<file path="src/pkg/ebcs_pkg.sv">
// Constants and types shared by the external bus chip select controller
package ebcs_pkg;

  // Number of decoded chip select areas
  localparam int EBCS_NUM_CS = 5;

  // Inclusive lower and upper bounds of each chip select area
  localparam logic [23:0] EBCS_CS_LO [EBCS_NUM_CS] = '{
    24'h000880, 24'h008000, 24'h040000, 24'h080000, 24'h0C0000
  };
  localparam logic [23:0] EBCS_CS_HI [EBCS_NUM_CS] = '{
    24'h007FFF, 24'h03FFFF, 24'h07FFFF, 24'h0BFFFF, 24'h0FFFFF
  };

  // Default internal memory area (registers and RAM)
  localparam logic [23:0] EBCS_INT_LO = 24'h000000;
  localparam logic [23:0] EBCS_INT_HI = 24'h00087F;

  // Start vector locations and fixed top byte
  localparam logic [23:0] EBCS_VEC_LO_ADDR = 24'h00FFFE;
  localparam logic [23:0] EBCS_VEC_HI_ADDR = 24'h00FFFF;
  localparam logic [7:0] EBCS_VEC_BANK = 8'h00;

  // Idle levels of the active low chip select outputs
  localparam logic [4:0] EBCS_CS_IDLE = 5'h1F;

  // Sequencer states
  typedef enum logic [2:0] {
    EBCS_IDLE = 3'b000,
    EBCS_VLO_ISSUE = 3'b001,
    EBCS_VLO_CAP = 3'b010,
    EBCS_VHI_ISSUE = 3'b011,
    EBCS_VHI_CAP = 3'b100,
    EBCS_RUN = 3'b101,
    EBCS_HALT = 3'b110
  } ebcs_state_e;

endpackage

</file>
<file path="src/hw/ebcs_ctrl.sv">
// External bus chip select, strobe gating and start vector sequencer
module ebcs_ctrl #(
  parameter logic [23:0] INT_LO = ebcs_pkg::EBCS_INT_LO,
  parameter logic [23:0] INT_HI = ebcs_pkg::EBCS_INT_HI
) (
  input wire logic clk,
  input wire logic reset,
  input wire logic modeSelectPin,
  input wire logic byteModePin,
  input wire logic sigOutDisableBit,
  input wire logic standbySelBit,
  input wire logic busClkPortLatch,
  input wire logic busClkPortDir,
  input wire logic waitInstruction,
  input wire logic stopInstruction,
  input wire logic wakeUp,
  input wire logic accValid,
  input wire logic [23:0] accAddr,
  input wire logic accWrite,
  input wire logic accLoByte,
  input wire logic accHiByte,
  input wire logic [7:0] extReadData,
  output logic accReady,
  output logic chipSel0N,
  output logic chipSel1N,
  output logic chipSel2N,
  output logic chipSel3N,
  output logic chipSel4N,
  output logic readStrobeN,
  output logic writeStrobeLoN,
  output logic writeStrobeHiN,
  output logic busClkPinOut,
  output logic busClkPinOe,
  output logic [23:0] startAddr,
  output logic startValid,
  output logic procModeActive,
  output logic standbyActive
);

  ebcs_pkg::ebcs_state_e state_reg, state_next;
  logic [4:0] cs_reg, cs_next;
  logic rd_reg, rd_next;
  logic wl_reg, wl_next;
  logic wh_reg, wh_next;
  logic phi_reg, phi_next;
  logic stby_reg, stby_next;
  logic mode_reg, mode_next;
  logic [23:0] start_reg, start_next;
  logic issue;
  logic issueWrite;
  logic issueLo;
  logic issueHi;
  logic [23:0] issueAddr;
  logic isInternal;
  logic [4:0] inArea;

  // Internal area decode; chip selects never cover it
  assign isInternal = (issueAddr >= INT_LO) && (issueAddr <= INT_HI);

  // Per-area range compare
  genvar gi;
  generate
    for (gi = 0; gi < ebcs_pkg::EBCS_NUM_CS; gi++) begin : g_area
      assign inArea[gi] = (issueAddr >= ebcs_pkg::EBCS_CS_LO[gi]) &&
        (issueAddr <= ebcs_pkg::EBCS_CS_HI[gi]) && !isInternal;
    end
  endgenerate

  // Access source: vector fetch while starting, user requests when running
  always_comb begin
    issue = 1'b0;
    issueWrite = 1'b0;
    issueLo = 1'b1;
    issueHi = 1'b0;
    issueAddr = accAddr;
    accReady = (state_reg == ebcs_pkg::EBCS_RUN) && !stby_reg;
    case (state_reg)
      ebcs_pkg::EBCS_VLO_ISSUE: begin
        issue = 1'b1;
        issueAddr = ebcs_pkg::EBCS_VEC_LO_ADDR;
      end
      ebcs_pkg::EBCS_VHI_ISSUE: begin
        issue = 1'b1;
        issueAddr = ebcs_pkg::EBCS_VEC_HI_ADDR;
      end
      ebcs_pkg::EBCS_RUN: begin
        issue = accValid && !stby_reg;
        issueWrite = accWrite;
        issueLo = accLoByte || byteModePin;
        issueHi = accHiByte && !byteModePin;
      end
      default: begin
        issue = 1'b0;
      end
    endcase
  end

  // Sequencer next state; mode pin is caught on the first cycle after release
  always_comb begin
    state_next = state_reg;
    mode_next = mode_reg;
    start_next = start_reg;
    stby_next = stby_reg;
    case (state_reg)
      ebcs_pkg::EBCS_IDLE: begin
        mode_next = modeSelectPin;
        state_next = modeSelectPin ? ebcs_pkg::EBCS_VLO_ISSUE :
          ebcs_pkg::EBCS_HALT;
      end
      ebcs_pkg::EBCS_VLO_ISSUE: state_next = ebcs_pkg::EBCS_VLO_CAP;
      ebcs_pkg::EBCS_VLO_CAP: begin
        start_next[7:0] = extReadData;
        state_next = ebcs_pkg::EBCS_VHI_ISSUE;
      end
      ebcs_pkg::EBCS_VHI_ISSUE: state_next = ebcs_pkg::EBCS_VHI_CAP;
      ebcs_pkg::EBCS_VHI_CAP: begin
        start_next[15:8] = extReadData;
        start_next[23:16] = ebcs_pkg::EBCS_VEC_BANK;
        state_next = ebcs_pkg::EBCS_RUN;
      end
      ebcs_pkg::EBCS_RUN: begin
        // Wake has priority so a late wake is not swallowed
        if (wakeUp) begin
          stby_next = 1'b0;
        end else if (waitInstruction || stopInstruction) begin
          stby_next = 1'b1;
        end
      end
      ebcs_pkg::EBCS_HALT: state_next = ebcs_pkg::EBCS_HALT;
      default: state_next = ebcs_pkg::EBCS_IDLE;
    endcase
  end

  // Pin levels for the cycle after an access is issued
  always_comb begin
    cs_next = ebcs_pkg::EBCS_CS_IDLE;
    rd_next = 1'b1;
    wl_next = 1'b1;
    wh_next = 1'b1;
    if (issue) begin
      cs_next = ~inArea;
      // Disabled outputs stay high on internal accesses
      if (!sigOutDisableBit || !isInternal) begin
        rd_next = issueWrite;
        wl_next = !(issueWrite && issueLo);
        wh_next = !(issueWrite && issueHi);
      end
    end else if (stby_next) begin
      // Low in standby only when software also picked the low level
      rd_next = !(sigOutDisableBit && standbySelBit);
    end
  end

  // Bus clock divider runs free; gating is done at the pin
  assign phi_next = ~phi_reg;

  // State registers; synchronous reset to constants only
  always_ff @(posedge clk) begin
    if (reset) begin
      state_reg <= ebcs_pkg::EBCS_IDLE;
      cs_reg <= ebcs_pkg::EBCS_CS_IDLE;
      rd_reg <= 1'b1;
      wl_reg <= 1'b1;
      wh_reg <= 1'b1;
      phi_reg <= 1'b0;
      stby_reg <= 1'b0;
      mode_reg <= 1'b0;
      start_reg <= '0;
    end else begin
      state_reg <= state_next;
      cs_reg <= cs_next;
      rd_reg <= rd_next;
      wl_reg <= wl_next;
      wh_reg <= wh_next;
      phi_reg <= phi_next;
      stby_reg <= stby_next;
      mode_reg <= mode_next;
      start_reg <= start_next;
    end
  end

  // Pin outputs
  assign chipSel0N = cs_reg[0];
  assign chipSel1N = cs_reg[1];
  assign chipSel2N = cs_reg[2];
  assign chipSel3N = cs_reg[3];
  assign chipSel4N = cs_reg[4];
  assign readStrobeN = rd_reg;
  assign writeStrobeLoN = wl_reg;
  assign writeStrobeHiN = wh_reg;
  // Latch value only reaches the pin if direction is set to output
  assign busClkPinOut = sigOutDisableBit ? busClkPortLatch : phi_reg;
  assign busClkPinOe = sigOutDisableBit ? busClkPortDir : 1'b1;
  assign startAddr = start_reg;
  assign startValid = (state_reg == ebcs_pkg::EBCS_RUN);
  assign procModeActive = mode_reg;
  assign standbyActive = stby_reg;
endmodule // ebcs_ctrl

</file>
<file path="config.mk">
export PLATFORM = sky130hd
export DESIGN_NAME = ebcs_ctrl
export DESIGN_NICKNAME = d
export VERILOG_FILES = /design/src/pkg/ebcs_pkg.sv /design/src/hw/ebcs_ctrl.sv
export SDC_FILE = /design/constraint.sdc
export NUM_CORES = 1
export LEC_CHECK = 0
export BUFFER_PORTS_ARGS = -buffer_cell sky130_fd_sc_hd__clkbuf_2
export CORE_ASPECT_RATIO = 0.6
export CORE_MARGIN = 1
export CORE_UTILIZATION = 44
export CTS_CLUSTER_SIZE = 30
export DETAILED_ROUTE_END_ITERATION = 8
export GPL_TIMING_DRIVEN = 0
export PLACE_DENSITY = 0.83
export SYNTH_ARGS = -nofsm -noshare
export SYNTH_HDL_FRONTEND = slang
export SYNTH_SLANG_ARGS = --single-unit
</file>
<file path="constraint.sdc">
create_clock -name clk -period 4.35 [get_ports clk]
set_input_delay 0.6525 -clock clk [delete_from_list [all_inputs] [get_ports clk]]
set_output_delay 0.6525 -clock clk [all_outputs]
set_load 0.02 [all_outputs]
</file>
==> flow_summary_export.csv <==
group,metric,value,unit
finish,fin_nets,275,
floorplan,die-area,3170,sq um
sta,fin_crit_sh,0.484,
clock_tree,insertion_delay,0.27,ns
logic_synthesis,ys_types,41,
floorplan,rows,14,
clock_tree,cts_tree,"yes",
finish,final_cells,269,
clock_tree,clock-sinks,30,
logic_synthesis,ys.flop_type,"dfxtp_1",
sta,drv_slew,0,
sta,setup_violations,0,
finish,diodes,0,
placement,dp_hpwl,2490,um
sta,fmax,475,MHz
global_routing,grt-ovfl-total,0,
logic_synthesis,avgSynthCellArea,8.85,sq um
clock_tree,root_buffer,"clkbuf_8",
global_routing,grt_max_degree,11,
sta,grt_setup_unrepaired,"no",
drt,drt_first_pass_iters,5,
logic_synthesis,synth.most_common_cell,"dfxtp_1",
worst_setup_path,cp_data_required_time,3.70,ns
drt,wirelength,3160,um
logic_synthesis,yosys.area.top_type,"dfxtp_1",
sta,fin_setup_tns,0,ns
power,p_sw,0.000214,W
logic_synthesis,synth_edf_count,0,
clock_tree,cts_setup_buffers,0,
placement,dp.cells,261,
power,p_int,0.000491,W
drt,vias,1265,
finish,multiInputGateArea,617,sq um
clock_tree,cts_resized,0,
run,drv_cap,0,
drt,drtIter0Drc,90,
global_routing,grt_pass1_wl,5290,um
finish,fin_util,0.681,
clock_tree,cts_buffer_depth,2,
finish,syn2layout_area_growth,39.3,%
floorplan,core_region_area,2650,sq um
floorplan,die_x,72.0,um
clock_tree,numCtsBuffers,5,
power,cellPowerDensity,392,nW/um^2
global_routing,grt_pass1_vias,1211,
floorplan,num_io_pins,85,
finish,final_layout_size_suffix_gt1_frac,0.415,
power,comb_power_share,0.242,
power,seqPwrFrac,0.437,
worst_setup_path,arrival,1.45,ns
worst_setup_path,crit_fanout,10,
power,p_leak,0.830,nW
logic_synthesis,syn_inst,146,
floorplan,start_util,0.489,
power,clockPowerShare,0.321,
sta,finClkSkew,0.00161,ns
sta,finalHoldViolations,0,
logic_synthesis,netlist.area_leader.share,0.465,
drt,via_per_inst,4.70,
worst_setup_path,cp-start-kind,"flip-flop",
drt,drc,0,
clock_tree,clk_pin_slew_worst_paths,0.06,ns
placement,io_buffers,68,
logic_synthesis,ys_top_cells_by_count,"dfxtp_1, nand2_1, nor2_1, a21oi_1, mux2i_1",
placement,gp_congestion,0.774,
floorplan,die_h,44.0,um
logic_synthesis,synth_area_leaders,"dfxtp_1, mux2i_1, nand2_1, a21oi_1, buf_4",
logic_synthesis,netlist_area,1290,sq um
sta,min_period,2.10,ns
power,switching_share,0.304,
finish,largest_reg_flops,16,
logic_synthesis,synth_seq_cells,30,
logic_synthesis,ys_seq_area_frac,0.465,
drt,ant_nets,0,
finish,nFillCells,230,
logic_synthesis,synth-async-reset-ratio,0,
clock_tree,htree_levels,2,
logic_synthesis,yosys_warnings,0,
power,vdd_drop_max,0.293,mV
clock_tree,cts_hold_buffers,0,
worst_setup_path,crit_path_end_kind,"output port",
drt,wire_per_inst,11.8,um
global_routing,grt_util_all_layers,0.225,
hold_path,hold_path_class,"flip-flop to flip-flop",
global_routing,antenna_found_initial,0,
finish,seqCellArea,601,sq um
outcome,outcome,"completed",
worst_setup_path,critical_path_class,"flip-flop to output port",
[path summary, 6_finish.rpt]
check	depth (start not counted)	startpoint	slack, ns	end
worst max-delay path	4	state_reg[1]	2.25	accReady
worst min-delay path	1	phi_reg	0.41	phi_reg
worst max register to register	4	state_reg[2]	2.75	writeStrobeLoN
worst min register to register	1	phi_reg	0.41	phi_reg
[critical path, stage by stage (launching register included)]
cell,delay (ns)
dfxtp_1,0.32
clkbuf_1,0.21
or2b_1,0.29
nor3_1,0.16
clkbuf_2,0.21
[stage by stage]
stage               setup WS, ns  cell area (sq um)  power [W]  hold WS (ns)
floorplan                   2.51               1320   0.000429         0.389
global placement            2.35               1710   0.000480         0.400
detailed placement          2.34               1710   0.000483         0.407
CTS                         2.25               1800   0.000708         0.416
global route                2.12               1800   0.000747         0.433
finish                      2.25               1800   0.000705         0.414
[kinds of logic after synthesis]
group,Yosys count,share of synthesized area
buf+inv,18,0.0784
mux,10,0.0784
compound gates,24,0.126
other cells,1,0.00290
flops,30,0.465
simple gates,63,0.250
[routing by layer]
metal	global-route usage	wire [um]	part of all wire	vias up
met5	0	0	0	-
met4	0.0824	34	0.011	0
met1	0.296	1550	0.49	559
li1	-	-	-	655
met2	0.334	1350	0.43	47
met3	0.0953	225	0.071	4
[power by group through the flow]
stage,registers (W),logic [W],clock network [W]
after floorplan,0.000332,0.0000967,0
after global placement,0.000314,0.000167,0
after detailed placement,0.000314,0.000169,0
after CTS,0.000308,0.000170,0.000230
after global routing,0.000310,0.000188,0.000248
final,0.000308,0.000171,0.000226
[placed cells by master, fill, tap and decap left out, drive strengths merged, types with 2 or more instances in the layout]
master   Yosys  layout
a2111oi      2       2
a21oi       13      13
buf         11      11
clkbuf       5      80
conb         1       8
dfxtp       30      30
inv          2       2
mux2i        9       9
nand2       21      21
nand2b       3       3
nand3        2       2
nand3b       2       2
nand4        2       2
nor2        14      14
nor3         7       7
nor3b        2       2
o21ai        2       2
o41ai        2       2
[final cells by class]
cell class / instances / share of cell area
buffer: 16 / 0.0521
clock buffer: 7 / 0.0479
clock inverter: 1 / 0.00278
inverter: 2 / 0.00417
multi-input combinational: 105 / 0.343
sequential: 30 / 0.334
tap: 40 / 0.0278
timing repair buffer: 68 / 0.189
Note: power is estimated with default switching activity, not from simulation.
